## src/ars_pkg.sv

```systemverilog
// package: register map, field layout and timing constants of the converter sequencer
package ars_pkg;

  localparam logic [3:0] ADDR_CTRL_A = 4'h0;
  localparam logic [3:0] ADDR_CTRL_B = 4'h4;
  localparam logic [3:0] ADDR_REF_CTRL = 4'h8;
  localparam logic [3:0] ADDR_PIN_CTRL = 4'hC;

  // control a: [7]=power enable (rw), [6]=busy (ro), [5]=start (rw), [3:0]=external channel
  localparam int CA_PWR = 7;
  localparam int CA_BUSY = 6;
  localparam int CA_START = 5;
  // control b: [6:4]=input source, [3:2]=reference select, [1:0] shares nothing: divider at [10:8]
  localparam int CB_SRC_LO = 4;
  localparam int CB_REF_LO = 2;
  localparam int CB_DIV_LO = 8;
  // reference control: [0]=temp sensor enable, [1]=path switch, [4:2]=regulator voltage,
  // [7:6]=pin function select; [8]=done flag (ro, write 1 clears)
  localparam int RC_TEMP_SENSOR_ENABLE = 0;
  localparam int RC_PSW = 1;
  localparam int RC_RV_LO = 2;
  localparam int RC_PF_LO = 6;
  localparam int RC_DONE = 8;

  localparam logic [7:0] CTRL_A_RST = 8'h00;
  localparam logic [10:0] CTRL_B_RST = 11'h000;
  localparam logic [7:0] REF_CTRL_RST = 8'h00;
  localparam logic [7:0] PIN_CTRL_RST = 8'h00;

  localparam logic [2:0] SRC_EXT = 3'h0;
  localparam logic [2:0] SRC_BANDGAP = 3'h1;
  localparam logic [2:0] SRC_TEMP = 3'h2;
  localparam logic [2:0] SRC_AMP_OUT = 3'h3;
  localparam logic [2:0] SRC_AMP_POS = 3'h4;
  localparam logic [2:0] SRC_FORBID = 3'h7;

  localparam logic [1:0] REF_PIN_OR_REG = 2'h0;
  localparam logic [1:0] REF_TEMP = 2'h2;
  localparam logic [1:0] PF_REF_PIN = 2'h2;

  localparam logic [5:0] SAMPLE_NORMAL = 6'h04;
  localparam logic [5:0] SAMPLE_TEMP = 6'h2E;
  localparam logic [5:0] CONVERT_CLKS = 6'h0C;

  localparam logic [1:0] RESP_OKAY = 2'h0;
  localparam logic [1:0] RESP_SLVERR = 2'h2;

  typedef enum logic [1:0] {
    ST_IDLE = 2'b00,
    ST_SAMPLE = 2'b01,
    ST_CONVERT = 2'b11
  } ars_state_t;

endpackage

```

## src/ars_clk_div.sv

```systemverilog
// converter clock tick generator: one system clock pulse every 2**divider cycles
`timescale 1ns/100ps
module ars_clk_div (
  input wire logic aclk,
  input wire logic aresetn,
  input wire logic run,
  input wire logic [2:0] div_sel,
  output logic tick
);

  logic [6:0] cnt_r;
  logic [6:0] limit;

  assign limit = 7'(({7'h00, 1'b1} << div_sel) - 8'h01);

  // counter restarts at each conversion so the phase of the first tick is fixed
  always_ff @(posedge aclk) begin
    if (!aresetn || !run) begin
      cnt_r <= 7'h00;
      tick <= 1'b0;
    end else if (cnt_r >= limit) begin
      cnt_r <= 7'h00;
      tick <= 1'b1;
    end else begin
      cnt_r <= cnt_r + 7'h01;
      tick <= 1'b0;
    end
  end

endmodule

```

## src/ars_sequencer.sv

```systemverilog
// converter control: power, reference routing, input select, pin override, conversion timing
//
// Chosen here: register access over AXI4-Lite and the register addresses.
`timescale 1ns/100ps
module ars_sequencer (
  input wire logic aclk,
  input wire logic aresetn,
  input wire logic [3:0] s_axi_awaddr,
  input wire logic s_axi_awvalid,
  output logic s_axi_awready,
  input wire logic [31:0] s_axi_wdata,
  input wire logic [3:0] s_axi_wstrb,
  input wire logic s_axi_wvalid,
  output logic s_axi_wready,
  output logic [1:0] s_axi_bresp,
  output logic s_axi_bvalid,
  input wire logic s_axi_bready,
  input wire logic [3:0] s_axi_araddr,
  input wire logic s_axi_arvalid,
  output logic s_axi_arready,
  output logic [31:0] s_axi_rdata,
  output logic [1:0] s_axi_rresp,
  output logic s_axi_rvalid,
  input wire logic s_axi_rready,
  output logic converter_power_enable,
  output logic [1:0] ref_route,
  output logic [7:0] analog_pin_select,
  output logic [3:0] internal_source_select,
  output logic [7:0] pin_digital_disable,
  output logic [7:0] pin_pullup_disable,
  output logic sample_phase,
  output logic convert_phase,
  output logic conversion_done
);

  ////////////////////////////////////////////////////////////////////////////
  // registers

  logic [7:0] ctrl_a_r;
  logic [10:0] ctrl_b_r;
  logic [7:0] ref_ctrl_r;
  logic [7:0] pin_ctrl_r;
  logic done_r;
  logic busy_r;
  logic start_prev_r;
  ars_pkg::ars_state_t state_r;
  logic [5:0] phase_cnt_r;
  logic [2:0] lat_src_r;
  logic [3:0] lat_chan_r;
  logic [1:0] lat_ref_r;
  logic [2:0] lat_div_r;
  logic lat_temp_r;
  logic tick;
  logic start_evt;
  logic finish_evt;

  logic aw_hold_r;
  logic w_hold_r;
  logic [3:0] aw_addr_r;
  logic [31:0] w_data_r;
  logic [3:0] w_strb_r;
  logic wr_go;
  logic wr_ok;
  logic [31:0] rd_val;
  logic rd_ok;

  function automatic logic [7:0] merge8(input logic [7:0] old, input logic [7:0] nw,
                                        input logic en);
    merge8 = en ? nw : old;
  endfunction

  ////////////////////////////////////////////////////////////////////////////
  // axi4-lite write: address and data taken in either order, response after both

  assign wr_go = aw_hold_r && w_hold_r && !s_axi_bvalid;
  assign wr_ok = (aw_addr_r == ars_pkg::ADDR_CTRL_A) || (aw_addr_r == ars_pkg::ADDR_CTRL_B) ||
                 (aw_addr_r == ars_pkg::ADDR_REF_CTRL) || (aw_addr_r == ars_pkg::ADDR_PIN_CTRL);

  always_ff @(posedge aclk) begin
    if (!aresetn) begin
      aw_hold_r <= 1'b0;
      w_hold_r <= 1'b0;
      aw_addr_r <= 4'h0;
      w_data_r <= 32'h0000_0000;
      w_strb_r <= 4'h0;
      s_axi_awready <= 1'b0;
      s_axi_wready <= 1'b0;
      s_axi_bvalid <= 1'b0;
      s_axi_bresp <= ars_pkg::RESP_OKAY;
    end else begin
      s_axi_awready <= !aw_hold_r && !s_axi_awready && s_axi_awvalid;
      s_axi_wready <= !w_hold_r && !s_axi_wready && s_axi_wvalid;
      if (s_axi_awvalid && s_axi_awready) begin
        aw_hold_r <= 1'b1;
        aw_addr_r <= {s_axi_awaddr[3:2], 2'b00};
      end
      if (s_axi_wvalid && s_axi_wready) begin
        w_hold_r <= 1'b1;
        w_data_r <= s_axi_wdata;
        w_strb_r <= s_axi_wstrb;
      end
      if (wr_go) begin
        s_axi_bvalid <= 1'b1;
        s_axi_bresp <= wr_ok ? ars_pkg::RESP_OKAY : ars_pkg::RESP_SLVERR;
        aw_hold_r <= 1'b0;
        w_hold_r <= 1'b0;
      end else if (s_axi_bvalid && s_axi_bready) begin
        s_axi_bvalid <= 1'b0;
      end
    end
  end

  ////////////////////////////////////////////////////////////////////////////
  // control registers

  always_ff @(posedge aclk) begin
    if (!aresetn) begin
      ctrl_a_r <= ars_pkg::CTRL_A_RST;
      ctrl_b_r <= ars_pkg::CTRL_B_RST;
      ref_ctrl_r <= ars_pkg::REF_CTRL_RST;
      pin_ctrl_r <= ars_pkg::PIN_CTRL_RST;
    end else if (wr_go) begin
      if (aw_addr_r == ars_pkg::ADDR_CTRL_A) begin
        ctrl_a_r <= merge8(ctrl_a_r, w_data_r[7:0], w_strb_r[0]);
      end else if (aw_addr_r == ars_pkg::ADDR_CTRL_B) begin
        // a write carrying the forbidden source leaves the source field unchanged
        if (w_strb_r[0] && w_data_r[ars_pkg::CB_SRC_LO +: 3] != ars_pkg::SRC_FORBID) begin
          ctrl_b_r[7:0] <= w_data_r[7:0];
        end else if (w_strb_r[0]) begin
          ctrl_b_r[3:0] <= w_data_r[3:0];
        end
        if (w_strb_r[1]) begin
          ctrl_b_r[10:8] <= w_data_r[10:8];
        end
      end else if (aw_addr_r == ars_pkg::ADDR_REF_CTRL) begin
        ref_ctrl_r <= merge8(ref_ctrl_r, w_data_r[7:0], w_strb_r[0]);
      end else if (aw_addr_r == ars_pkg::ADDR_PIN_CTRL) begin
        pin_ctrl_r <= merge8(pin_ctrl_r, w_data_r[7:0], w_strb_r[0]);
      end
    end
  end

  // done flag: hardware set wins over a write-one clear in the same cycle
  always_ff @(posedge aclk) begin
    if (!aresetn) begin
      done_r <= 1'b0;
    end else if (finish_evt) begin
      done_r <= 1'b1;
    end else if (wr_go && aw_addr_r == ars_pkg::ADDR_REF_CTRL && w_strb_r[1] &&
                 w_data_r[ars_pkg::RC_DONE]) begin
      done_r <= 1'b0;
    end
  end

  ////////////////////////////////////////////////////////////////////////////
  // axi4-lite read

  always_comb begin
    rd_val = 32'h0000_0000;
    rd_ok = 1'b1;
    if (s_axi_araddr[3:2] == ars_pkg::ADDR_CTRL_A[3:2]) begin
      rd_val[7:0] = ctrl_a_r;
      rd_val[ars_pkg::CA_BUSY] = busy_r;
    end else if (s_axi_araddr[3:2] == ars_pkg::ADDR_CTRL_B[3:2]) begin
      rd_val[10:0] = ctrl_b_r;
    end else if (s_axi_araddr[3:2] == ars_pkg::ADDR_REF_CTRL[3:2]) begin
      rd_val[7:0] = ref_ctrl_r;
      rd_val[ars_pkg::RC_DONE] = done_r;
    end else begin
      rd_val[7:0] = pin_ctrl_r;
    end
  end

  always_ff @(posedge aclk) begin
    if (!aresetn) begin
      s_axi_arready <= 1'b0;
      s_axi_rvalid <= 1'b0;
      s_axi_rdata <= 32'h0000_0000;
      s_axi_rresp <= ars_pkg::RESP_OKAY;
    end else begin
      s_axi_arready <= !s_axi_rvalid && !s_axi_arready && s_axi_arvalid;
      if (s_axi_arvalid && s_axi_arready) begin
        s_axi_rvalid <= 1'b1;
        s_axi_rdata <= rd_val;
        s_axi_rresp <= rd_ok ? ars_pkg::RESP_OKAY : ars_pkg::RESP_SLVERR;
      end else if (s_axi_rvalid && s_axi_rready) begin
        s_axi_rvalid <= 1'b0;
      end
    end
  end

  ////////////////////////////////////////////////////////////////////////////
  // start detection and conversion sequencing

  // falling edge of start after a high level begins a conversion; ignored while busy or while power enable is clear
  assign start_evt = start_prev_r && !ctrl_a_r[ars_pkg::CA_START] && !busy_r &&
                     ctrl_a_r[ars_pkg::CA_PWR];
  assign finish_evt = (state_r == ars_pkg::ST_CONVERT) && tick &&
                      (phase_cnt_r == ars_pkg::CONVERT_CLKS - 6'h01);

  always_ff @(posedge aclk) begin
    if (!aresetn) begin
      start_prev_r <= 1'b0;
    end else begin
      start_prev_r <= ctrl_a_r[ars_pkg::CA_START];
    end
  end

  always_ff @(posedge aclk) begin
    if (!aresetn) begin
      lat_src_r <= ars_pkg::SRC_EXT;
      lat_chan_r <= 4'h0;
      lat_ref_r <= ars_pkg::REF_PIN_OR_REG;
      lat_div_r <= 3'h0;
      lat_temp_r <= 1'b0;
    end else if (start_evt) begin
      lat_src_r <= ctrl_b_r[ars_pkg::CB_SRC_LO +: 3];
      lat_chan_r <= ctrl_a_r[3:0];
      lat_ref_r <= ctrl_b_r[ars_pkg::CB_REF_LO +: 2];
      lat_div_r <= ctrl_b_r[ars_pkg::CB_DIV_LO +: 3];
      lat_temp_r <= ctrl_b_r[ars_pkg::CB_SRC_LO +: 3] == ars_pkg::SRC_TEMP;
    end
  end

  ars_clk_div u_div (
    .aclk(aclk),
    .aresetn(aresetn),
    .run(busy_r || start_evt), // starts with the event so the first sampling period is whole
    .div_sel(start_evt ? ctrl_b_r[ars_pkg::CB_DIV_LO +: 3] : lat_div_r),
    .tick(tick)
  );

  // sequence runs from the divider ticks alone; software only waits for busy to drop
  always_ff @(posedge aclk) begin
    if (!aresetn || !ctrl_a_r[ars_pkg::CA_PWR]) begin
      state_r <= ars_pkg::ST_IDLE;
      phase_cnt_r <= 6'h00;
      busy_r <= 1'b0;
    end else begin
      case (state_r)
        ars_pkg::ST_IDLE: begin
          if (start_evt) begin
            state_r <= ars_pkg::ST_SAMPLE;
            phase_cnt_r <= 6'h00;
            busy_r <= 1'b1;
          end
        end
        ars_pkg::ST_SAMPLE: begin
          if (tick) begin
            if (phase_cnt_r == (lat_temp_r ? ars_pkg::SAMPLE_TEMP : ars_pkg::SAMPLE_NORMAL)
                - 6'h01) begin
              state_r <= ars_pkg::ST_CONVERT;
              phase_cnt_r <= 6'h00;
            end else begin
              phase_cnt_r <= phase_cnt_r + 6'h01;
            end
          end
        end
        ars_pkg::ST_CONVERT: begin
          if (finish_evt) begin
            state_r <= ars_pkg::ST_IDLE;
            busy_r <= 1'b0;
          end else if (tick) begin
            phase_cnt_r <= phase_cnt_r + 6'h01;
          end
        end
        default: begin
          state_r <= ars_pkg::ST_IDLE;
          busy_r <= 1'b0;
        end
      endcase
    end
  end

  ////////////////////////////////////////////////////////////////////////////
  // analog routing outputs

  always_ff @(posedge aclk) begin
    if (!aresetn) begin
      converter_power_enable <= 1'b0;
      ref_route <= 2'h0;
      analog_pin_select <= 8'h00;
      internal_source_select <= 4'h0;
      pin_digital_disable <= 8'h00;
      pin_pullup_disable <= 8'h00;
      sample_phase <= 1'b0;
      convert_phase <= 1'b0;
      conversion_done <= 1'b0;
    end else begin
      converter_power_enable <= ctrl_a_r[ars_pkg::CA_PWR];
      // ref_route: 0 pin-or-regulator node, 1 analog supply, 2 temp sensor reference
      if (lat_ref_r == ars_pkg::REF_TEMP) begin
        ref_route <= 2'h2;
      end else if (lat_ref_r != ars_pkg::REF_PIN_OR_REG) begin
        ref_route <= 2'h1;
      end else begin
        ref_route <= 2'h0;
      end
      analog_pin_select <= 8'h00;
      internal_source_select <= 4'h0;
      if (busy_r) begin
        if (lat_src_r == ars_pkg::SRC_EXT || lat_src_r > ars_pkg::SRC_AMP_POS) begin
          if (!lat_chan_r[3]) begin
            analog_pin_select <= 8'h01 << lat_chan_r[2:0];
          end
        end else begin
          internal_source_select <= 4'h1 << (lat_src_r[1:0] - 2'h1);
        end
      end
      // pin override is a static function of the pin control register
      pin_digital_disable <= pin_ctrl_r;
      pin_pullup_disable <= pin_ctrl_r;
      sample_phase <= state_r == ars_pkg::ST_SAMPLE;
      convert_phase <= state_r == ars_pkg::ST_CONVERT;
      conversion_done <= finish_evt;
    end
  end

endmodule

```

## config.mk

```make
export PLATFORM = sky130hd
export DESIGN_NAME = ars_sequencer
export DESIGN_NICKNAME = d
export VERILOG_FILES = /design/src/ars_pkg.sv /design/src/ars_clk_div.sv /design/src/ars_sequencer.sv
export SDC_FILE = /design/constraint.sdc
export NUM_CORES = 1
export LEC_CHECK = 0
export BUFFER_PORTS_ARGS = -buffer_cell sky130_fd_sc_hd__buf_2
export CAP_MARGIN = 5
export CORE_MARGIN = 10
export CORE_UTILIZATION = 39
export CTS_CLUSTER_DIAMETER = 120
export DETAILED_ROUTE_END_ITERATION = 6
export HOLD_SLACK_MARGIN = 0.06
export PLACE_DENSITY_LB_ADDON = 0.1
export SYNTH_ARGS = -nofsm -noshare
export SYNTH_HDL_FRONTEND = slang
export SYNTH_SLANG_ARGS = --single-unit
```

## constraint.sdc

```tcl
create_clock -name aclk -period 3 [get_ports aclk]
set_clock_uncertainty 0.05 [all_clocks]
set_input_delay 0.9 -clock aclk [delete_from_list [all_inputs] [get_ports aclk]]
set_output_delay 0.9 -clock aclk [all_outputs]
set_load 0.02 [all_outputs]
```

* Word level (Yosys, flattened, before mapping)
Index checks and enable logic that the tools add are counted.
Operators by class: add/sub/neg operators 5, order comparisons 2, equality and inequality tests 18, shift-type cells 3, multiplexer cells 34, bitwise gates (word level) 7, reductions and logical operators 65
Operators with widths (number):
- $mux W6 | 6
- $logic_and A1 B1 Y1 | 22
- $pmux W6 S3 | 1
- $mux W8 | 2
- $reduce_and A4 Y1 | 4
- $mux W2 | 7
- $logic_not A1 Y1 | 12
- $mux W1 | 11
- $eq A2 B2 Y1 const B | 5
- $reduce_and A5 Y1 | 2
- $reduce_bool A2 Y1 | 5
- $mux W9 | 1
- $mux W4 | 2
- $ne A2 B2 Y1 const B | 4
- $shl A1 B3 Y8 const A | 1
- $add A7 B1 Y7 const B | 1
- $ge A7 B7 Y1 | 1
- $logic_or A1 B1 Y1 | 7
- $not A1 Y1 | 7
- $shl A1 B3 Y7 const A | 1
- $sub A7 B1 Y7 const B | 1
- $add A6 B1 Y6 const B | 1
- $eq A2 B1 Y1 const B | 3
- $eq A6 B4 Y1 const B | 1
- 20 further kinds | 26
Storage, ports and cells: flip-flop bits (word level) 128, bits of input ports 51, output and inout port bits 75, word-level logic and storage cells 173

* Longest topological paths before layout
Gate-level depths: netlist of the first run.
depth in word-level cells 9, depth in mapped cells 13, depth with buffers taken out 12

* Hierarchy
Synthesis of the first run repeated with hierarchy kept, for this count alone.
Second synthesis, totals: cells, all modules 554, area total of the unflattened synthesis 5439.0 sq um
By module, submodules not included:
- ars_sequencer | instances 1, cells each 502, area each 4948.5 sq um, seq. area each 2362.3 sq um
- ars_clk_div | instances 1, cells each 52, area each 490.5 sq um, seq. area each 160.2 sq um

* Worst setup path after synthesis of the first run
OpenSTA, ideal clock, no wires.
kind flip-flop to flip-flop, start register busy_r, end register u_div.cnt_r[2], library setup time 0.118 ns, data arrival time 2.452 ns, required time 2.832 ns, setup slack 0.380 ns, stages on the path, launching flop included 14, buffers on the path 2, clock period less this slack 2.620 ns, path through dfxtp_1 buf_2 nand4bb_1 buf_4 mux2i_2 nand2_1 ha_1 nor3b_1 a31oi_1 ha_1 nand2_1 nor3_1 a211o_1 nor2_1
On the way: cells in the longest elaborated chain, start to end 8, elaborated cells on any way between the ends 11, classes of those cells add/sub (1); order compare (1); shift (1); mux (1); reduce/logical (7)
RTL lines:
- start, declared | RTL line ars_sequencer.sv:44 | logic busy_r;
- start signal, assigned | RTL line ars_sequencer.sv:238 | busy_r <= 1'b0;
- start signal, assigned | RTL line ars_sequencer.sv:245 | busy_r <= 1'b1;
- start signal, assigned | RTL line ars_sequencer.sv:262 | busy_r <= 1'b0;
- $logic_not A1 Y1 | RTL line ars_sequencer.sv:196 | assign start_evt = start_prev_r && !ctrl_a_r[ars_pkg::CA_START] && !busy_r &&
- $logic_and A1 B1 Y1 (2 in a row) | RTL line ars_sequencer.sv:196
- $mux W3
- $shl A1 B3 Y7 | RTL line ars_clk_div.sv:14 | assign limit = 7'(({7'h00, 1'b1} << div_sel) - 8'h01);
- $sub A7 B1 Y7 | RTL line ars_clk_div.sv:14
- $ge A7 B7 Y1 | RTL line ars_clk_div.sv:21 | end else if (cnt_r >= limit) begin
- $reduce_or A2 Y1 (no source line) (*)
- end signal, assigned | RTL line ars_clk_div.sv:25 | cnt_r <= cnt_r + 7'h01;
- end, declared | RTL line ars_clk_div.sv:11 | logic [6:0] cnt_r;
Every way passes the cells marked *; elsewhere a longest branch is shown, timed or not. A chain may end at the register's enable or synchronous reset.

* Worst setup path after layout of the first run
start register busy_r, end register u_div.cnt_r[3]
Same word-level chain as after synthesis.

==> results of run 1 <==
==> cells by family after synthesis <==
logic type,share of synthesized area [%]
AO/OA/AOI/OAI,11.7
AND/OR/NAND/NOR,21.7
multiplexers,9.12
other,0.0677
adder cells (fa/ha/maj),3.39
XOR/XNOR,1.11
flip-flops,45.5
buffers and inverters,7.45
==> flip-flops by register name, indices dropped and copies added (netlist names), 2 cells and up <==
| name | flops |
|---|---|
| ctrl_a_r | 7 |
| pin_pullup_disable | 8 |
| s_axi_rdata | 11 |
| ref_route | 2 |
| internal_source_select | 4 |
| ref_ctrl_r | 8 |
| w_strb_r | 2 |
| analog_pin_select | 8 |
| phase_cnt_r | 6 |
| lat_src_r | 3 |
| lat_div_r | 3 |
| pin_ctrl_r | 8 |
| u_div.cnt_r | 7 |
| aw_addr_r | 2 |
| w_data_r | 11 |
| lat_ref_r | 2 |
| lat_chan_r | 4 |
| ctrl_b_r | 11 |
| state_r | 2 |
==> critical path, stage by stage (launching register included) <==
cell	delay, ns
sky130_fd_sc_hd__dfxtp_2	0.35
sky130_fd_sc_hd__nand4bb_4	0.24
sky130_fd_sc_hd__or3_1	0.32
sky130_fd_sc_hd__o31ai_1	0.09
sky130_fd_sc_hd__nand2_1	0.13
sky130_fd_sc_hd__ha_1	0.25
sky130_fd_sc_hd__nor3b_2	0.19
sky130_fd_sc_hd__a31oi_1	0.06
sky130_fd_sc_hd__ha_1	0.30
sky130_fd_sc_hd__a21oi_1	0.13
sky130_fd_sc_hd__o21ai_1	0.09
sky130_fd_sc_hd__a211o_1	0.35
sky130_fd_sc_hd__nor2_1	0.15
==> metrics by stage <==
step | setup WS [ns] | setup TNS [ns] | util, %
final | 0.222 | 0 | 47.3
after global routing | -0.00777 | -0.00777 | 47.3
after CTS | 0.113 | 0 | 47.1
after detailed placement | 0.135 | 0 | 42.8
after global placement | 0.200 | 0 | 42.8
after floorplan | 0.380 | 0 | -
==> layout by cell type (no fill, tap or decap), drive strengths merged, types with 3 or more instances in the layout <==
cell type / instances
dfxtp: 126
nand2: 86
buf: 83
nor2b: 37
a21boi: 37
mux2i: 31
nor2: 24
conb: 24
clkbuf: 21
nand3: 17
and2: 17
ha: 15
o21ai: 14
a21oi: 12
inv: 11
nand2b: 8
mux4: 8
and3: 7
nor3b: 6
xor2: 5
o211ai: 5
nand4: 4
clkinvlp: 4
nor3: 4
a21o: 3
nand4b: 3
nand3b: 3
nor4bb: 3
a211o: 3
o221a: 3
clkinv: 3
nor4b: 3
==> worst paths after layout <==
| path | start | to | cells past startpoint |
|---|---|---|---|
| min reg2reg | s_axi_rvalid$_SDFFE_PN0P_ | s_axi_arready$_SDFF_PN0_ | 1 |
| max reg2reg | busy_r$_SDFFE_PP0P_ | u_div.cnt_r[3]$_SDFF_PP0_ | 12 |
| min | s_axi_rvalid$_SDFFE_PN0P_ | s_axi_arready$_SDFF_PN0_ | 1 |
| max | busy_r$_SDFFE_PP0P_ | u_div.cnt_r[3]$_SDFF_PP0_ | 12 |
==> per-layer routing <==
| metal | global-route usage (%) | vias up | routed length, um |
|---|---|---|---|
| li1 | - | 2068 | - |
| met1 | 16.7 | 1852 | 6010 |
| met2 | 18.8 | 111 | 5310 |
| met3 | 4.97 | 17 | 801 |
| met4 | 4.89 | 2 | 179 |
| met5 | 0 | - | 7 |
==> layout make-up <==
| type | count | area (um^2) | area share [%] |
|---|---|---|---|
| inverters | 9 | 33.8 | 0.515 |
| well taps | 180 | 225 | 3.43 |
| multi-input cells | 408 | 2730 | 41.6 |
| repair buffers | 83 | 450 | 6.86 |
| clock inverters | 11 | 134 | 2.04 |
| flip-flops and latches | 126 | 2530 | 38.5 |
| clock buffers | 21 | 460 | 7.02 |
==> power by group <==
| part | internal, W | leakage (nW) | switching (W) |
|---|---|---|---|
| Sequential | 0.00169 | 1.02 | 0.0000147 |
| Combinational | 0.0000434 | 1.30 | 0.0000787 |
| Clock | 0.00127 | 0.277 | 0.000760 |
| Total | 0.00300 | 2.60 | 0.000854 |
==> repair_timing <==
item                       4_1_cts  5_1_grt
setup endpoints to repair        0        8
resized for setup                0        7
hold buffers                     0        0
==> run summary, run 1 <==
The flow ran to the end, and the final reports show no timing, DRC or antenna violations. The final critical-path share of the clock period came out at slightly above 90%. The worst setup path is captured at a flop. The number of cells in the design after placement came out at just over 800. By startpoint and endpoint, the worst setup path is classified as flop to flop. The depth of the CTS H-tree is 4.

The async set-or-reset flop fraction in the synthesized netlist is 0%. The arrival time of data at the critical path endpoint came out at approximately 3 ns. After legalization and detailed placement, the total HPWL measured roughly 8.9 mm. The largest net degree at the start of global routing is 98. The remaining antenna violation count is 0. For this design the static power due to leakage is about 2.6 nW.

The routed wire length came out at around 12 mm. The number of nets in the layout is ~700. The first-pass detailed-route iteration total came out at 5. For the worst setup path, the data required time is approximately 3.3 ns. From synthesis to final layout, the design area changed by 18.4%. The cell area power density is ~600 mW/mm^2. The largest buffer count on any clock path is 2. The average cell area after synthesis came out at 9.52 um^2. The total setup violations reported at the end of the flow is 0. The minimum period implied by the final worst setup slack is between 2 and 3 ns. The routability congestion estimate from global placement is 0.814. The number of synthesized flops with an enable pin is 0. The count of mapped cells out of synthesis is between 500 and 600. The global routing usage summed across all routing layers is 12.9%. The total power of the final layout is between 0.003 and 0.004 W. For this run, the number of Yosys warnings is 0. The effective utilization at floorplan came out at roughly 40%. The relative slew slack is 55.6%. The cell area after synthesis is roughly 0.0055 mm^2. The number of antenna violations at the first check in global routing came to 1. By instance count, the leading cell after synthesis is sky130_fd_sc_hd__dfxtp_1. The number of buffers added on ports came out at 74.

The diode insertion count for antenna repair is 0. The number of global-route vias before repair came out at approximately 4k. In the post-synthesis netlist, the biggest area contributors are sky130_fd_sc_hd__dfxtp_1, sky130_fd_sc_hd__nand2_1, sky130_fd_sc_hd__mux2i_1. The per-cell via count in the routed design came out at roughly 4.8. In the routed design, unresolved DRC markers number 0. The element type at the critical path start is a flop. The total clock buffers created by CTS is 17.

The summed area of non-filler cells in the final layout is 0.00656 mm^2. The reported max-cap violation count came out at 0. The register area share after synthesis is a little under half. The number of fill cells came out at 1366. The highest attainable clock frequency is around 0.36 GHz. In this run the worst hold path is classified as flop to flop.

The die width came out at roughly 140 um. The register-to-register setup slack came out at 0.22 ns. The root buffer cell chosen for the clock tree is sky130_fd_sc_hd__clkbuf_16. After floorplanning, the core was divided into 43 placement rows. During I/O placement, the number of pins put on the boundary was about 130. The number of vias in the routed layout is slightly above 4k. In this run, synthesis produced a sequential element count of between 100 and 150. The clock edge transition at the registers on the reported setup and hold paths is around 0.06 ns. The clock reaches the later pin of the worst-skew pair after 0.42 ns. The count of pins over their slew limit is 0. Excluding fillers, the count of instances in the completed layout stands at roughly 840. Dividing the detail-routed wire length by the instance count gives ~15 um. The worst-path maximum fanout came out at 6. After detailed placement, the total cell area comes to slightly below 0.006 mm^2. The sum of overflow across all layers after global routing is 0.

Sorting the synthesized cells by how often they occur yields sky130_fd_sc_hd__dfxtp_1, sky130_fd_sc_hd__nand2_1, sky130_fd_sc_hd__a21boi_0, sky130_fd_sc_hd__nor2b_1, sky130_fd_sc_hd__buf_4. The pin slew with the least headroom to its limit is between 0.6 and 0.7 ns. Of the cells placed in the final design, the portion with a size suffix greater than 1 is a little over 20%. The wire length of the first global-routing pass is slightly above 20 mm.

The die height is approximately 140 um. The most used flip-flop cell after synthesis is sky130_fd_sc_hd__dfxtp_1. The largest voltage drop on the vdd net came out at between 0.3 and 0.4 mV. In this run the standard cell core region covers 0.0139 mm^2. The top cell type by area accounts for between 40 and 50% of the synthesized area. The count of distinct cell types in the synthesized netlist is 52. The buffer count from post-CTS setup fixing came out at 0. The first-iteration detailed-routing DRC count is between 200 and 300. The number of endpoints with negative hold slack in the final report is 0.

The largest total area in the synthesized netlist belongs to sky130_fd_sc_hd__dfxtp_1. TritonCTS built the clock tree. The tree built by TritonCTS fans out to between 100 and 150 sinks.

The post-route worst hold slack came out at 0.393 ns. The die covers around 0.019 mm^2.
(Power assumes the default switching activity.)
==> inputs of run 2 (changes only) <==
--- a/config.mk
+++ b/config.mk
@@ -7,7 +7,6 @@
 export LEC_CHECK = 0
 export BUFFER_PORTS_ARGS = -buffer_cell sky130_fd_sc_hd__buf_2
 export CAP_MARGIN = 5
-export CORE_MARGIN = 10
 export CORE_UTILIZATION = 39
 export CTS_CLUSTER_DIAMETER = 120
 export DETAILED_ROUTE_END_ITERATION = 6
==> run summary, run 2 (synthesized netlist as in run 1, its figures left out) <==
The diode insertion count for antenna repair came out at 0 (unchanged). The layout overhead on the synthesized area came out at 18.1%. The switching power share of the total is 22.1% (about the same). The sum of overflow across all layers after global routing is 0 (unchanged). The detail-routed net length per standard cell was 13.8 um (-6.3%). The combinational power share came to 3.1% (about the same). The combined buffer and inverter count along the critical path came out at 0 (unchanged). The global routing usage summed across all routing layers came out at 17.0% (+4.1 points). The final critical-path share of the clock period came out at 90.7% (-1.9 points). The largest delay contributor family on the critical path is simple AND/OR/NAND/NOR gates.

The wire length of the first global-routing pass came out at 18.9 mm (-8.1%). The largest incremental delay on the critical path was 0.36 ns (about the same). The number of antenna violations at the first check in global routing is 0 (-1).

The share of total power in the clock network came out at 52.7% (about the same). The count of pins over their slew limit is 0 (unchanged). The share of layout cells above drive strength 1 was 20.7% (+0.15 points). The remaining antenna violation count came out at 0 (unchanged). Setup repair after global routing left no endpoint under its margin. The clock edge transition at the registers on the reported setup and hold paths is 0.05 ns (about the same). The design internal power is 0.00299 W (-0.27%). The largest buffer count on any clock path came out at 2 (unchanged). The number of endpoints with negative hold slack in the final report is 0 (unchanged). The core area came out at 0.0139 mm^2 (unchanged).

The routability congestion estimate from global placement came out at 0.774 (-4.9%). The clock latency at the later pin of the worst-skew pair came to 0.42 ns (about the same). The flow ran to the end, and the final reports show no timing, DRC or antenna violations. The required time at the worst-slack endpoint came out at 3.30 ns (about the same). The area of the die came out at 0.0147 mm^2 (-24%). The largest voltage drop on the vdd net is 0.436 mV (+20%).

The number of buffers added on ports is 74 (unchanged). The total power of the final layout is 0.00385 W (-0.26%). The setup TNS is 0 ns (unchanged). The number of gates on the worst path with buffers counted is 12 (unchanged).

The die height is 121 um (-13%). The reported max-cap violation count was 0 (unchanged). The library cell used most frequently in the layout, excluding fill and tap cells, is sky130_fd_sc_hd__dfxtp_1. The largest registers in the layout are ctrl_b_r x11, s_axi_rdata x11, w_data_r x11. The die width came to 121 um (-13%).

The element type at the critical path start is a flop. The slowest stage cell on the critical path is sky130_fd_sc_hd__dfxtp_2. The number of cells traversed by the worst register-to-register path came out at 12 (unchanged). The total clock buffers created by CTS is 17 (unchanged).

The depth of the CTS H-tree came out at 4 (unchanged). The critical path is of the flop to flop type. The final cell utilization of the core is 47.1% (-0.14 points). The number of vias in the routed layout came to 4047 (-0.074%). The number of global-route vias before repair is 3748 (-5.4%). The first-iteration detailed-routing DRC count is 190 (-27%). The classification of the worst-slack hold path is flop to flop. The total setup violations reported at the end of the flow is 0 (unchanged). The relative slew slack came to 53.4% (-2.2 points). The TritonCTS clock tree is built. The routed wire length is 11.5 mm (-6.3%). The number of nets in the layout is 711 (unchanged). The pin slew with the least headroom to its limit is 0.699 ns (+0.0326 ns). The number of core rows came out at 43 (unchanged). The number of sinks on the clock net came out at 126 (unchanged). The worst setup path is captured at a flop. The arrival time of data at the critical path endpoint is 3.02 ns (-0.06 ns).

The effective utilization at floorplan came out at 39.9% (unchanged). The cell area power density came out at 588 mW/mm^2 (about the same). The number of fill cells is 1359 (-0.51%). The worst-path maximum fanout is 6 (unchanged). The total net switching power is 0.000852 W (-0.23%).

The cell depth of the worst min-delay path came out at 1 (unchanged). The root buffer cell chosen for the clock tree is sky130_fd_sc_hd__clkbuf_16. The critical path goes through nand4bb_4, or3_1, o31ai_1, nand2_1, ha_2, nor3b_1, a31oi_1, ha_1, a21oi_1, o21ai_0, a211o_1, nor2_1.

In the layout the commonest cells are sky130_fd_sc_hd__dfxtp_1, sky130_fd_sc_hd__nand2_1, sky130_fd_sc_hd__buf_2, sky130_fd_sc_hd__nor2b_1, sky130_fd_sc_hd__a21boi_0. The minimum period implied by the final worst setup slack was 2.72 ns (-0.0571 ns). The number of ports placed on the die boundary is 126 (unchanged).

The per-cell via count in the routed design is 4.83 (about the same). The largest net degree at the start of global routing is 49 (-50%). The number of remaining DRC errors is 0 (unchanged).

The static power due to leakage is 2.60 nW (+0.10%). The highest attainable clock frequency came out at 0.367 GHz (+2.1%). The placed wire-length estimate is 8.20 mm (-7.9%). The sequential fraction of design power came out at 44.2% (about the same). The first-pass detailed-route iteration total came out at 4 (-1).
run 2: cell count changes in the layout (fill, tap and decap cells not counted), sizes merged:
cell / previous run / this run
clkbuf: 21 / 19
clkinv: 3 / 7
clkinvlp: 4 / 2
run 2: worst reg2reg max path, stage by stage (launching register included):
cell and delay, ns:
sky130_fd_sc_hd__dfxtp_2 0.36, sky130_fd_sc_hd__nand4bb_4 0.24, sky130_fd_sc_hd__or3_1 0.32, sky130_fd_sc_hd__o31ai_1 0.10
sky130_fd_sc_hd__nand2_1 0.13, sky130_fd_sc_hd__ha_2 0.22, sky130_fd_sc_hd__nor3b_1 0.20, sky130_fd_sc_hd__a31oi_1 0.06
sky130_fd_sc_hd__ha_1 0.30, sky130_fd_sc_hd__a21oi_1 0.14, sky130_fd_sc_hd__o21ai_0 0.12, sky130_fd_sc_hd__a211o_1 0.32
sky130_fd_sc_hd__nor2_1 0.12
run 2: stage by stage:
| step | setup WS [ns] | std cells | hold slack [ns] | area [um^2] |
|---|---|---|---|---|
| 6_report | 0.279 | 838 | 0.390 | 6540 |
| 5_1_grt | 0.0124 | 838 | 0.411 | 6540 |
| 4_1_cts | 0.110 | 838 | 0.395 | 6520 |
| 3_5_place_dp | 0.128 | 806 | 0.387 | 5930 |
| 3_3_place_gp | 0.207 | 806 | 0.374 | 5930 |
| 2_1_floorplan | 0.380 | 605 | 0.388 | 5630 |
run 2: timing repair:
action / 4_1_cts / 5_1_grt
resized for setup: 0 / 5
hold endpoints to repair: 0 / 0
setup endpoints to repair: 0 / 8
hold buffers: 0 / 0
setup buffers: 0 / 0
run 2: power by group through the flow:
stage	Combinational, W	Clock, W	Sequential, W
5_1_grt	0.000134	0.00215	0.00170
3_3_place_gp	0.000119	0	0.00174
3_5_place_dp	0.000120	0	0.00174
6_report	0.000119	0.00203	0.00170
2_1_floorplan	0.000109	0	0.00174
4_1_cts	0.000121	0.00207	0.00170
run 2: layer usage:
metal / global-route usage (%) / up-vias / share of wire, %
met5: 0 / - / 0
met1: 22.6 / 1864 / 50
met3: 5.17 / 15 / 4.6
li1: - / 2073 / -
met4: 6.94 / 0 / 1.4
met2: 25.4 / 95 / 44
run 2: cell type report:
type / count / area [um^2] / share of cell area (%)
clock buffer: 19 / 453 / 6.92
clock inverter: 13 / 139 / 2.12
inverter: 9 / 33.8 / 0.516
multi-input combinational: 408 / 2730 / 41.7
sequential: 126 / 2520 / 38.6
tap: 180 / 225 / 3.44
timing repair buffer: 83 / 438 / 6.69
run 2: path summary, 6_finish.rpt:
check	from	end	slack (ns)
max	busy_r$_SDFFE_PP0P_	u_div.cnt_r[3]$_SDFF_PP0_	0.28
min	s_axi_rvalid$_SDFFE_PN0P_	s_axi_arready$_SDFF_PN0_	0.39
max reg2reg	busy_r$_SDFFE_PP0P_	u_div.cnt_r[3]$_SDFF_PP0_	0.28
min reg2reg	s_axi_rvalid$_SDFFE_PN0P_	s_axi_arready$_SDFF_PN0_	0.39
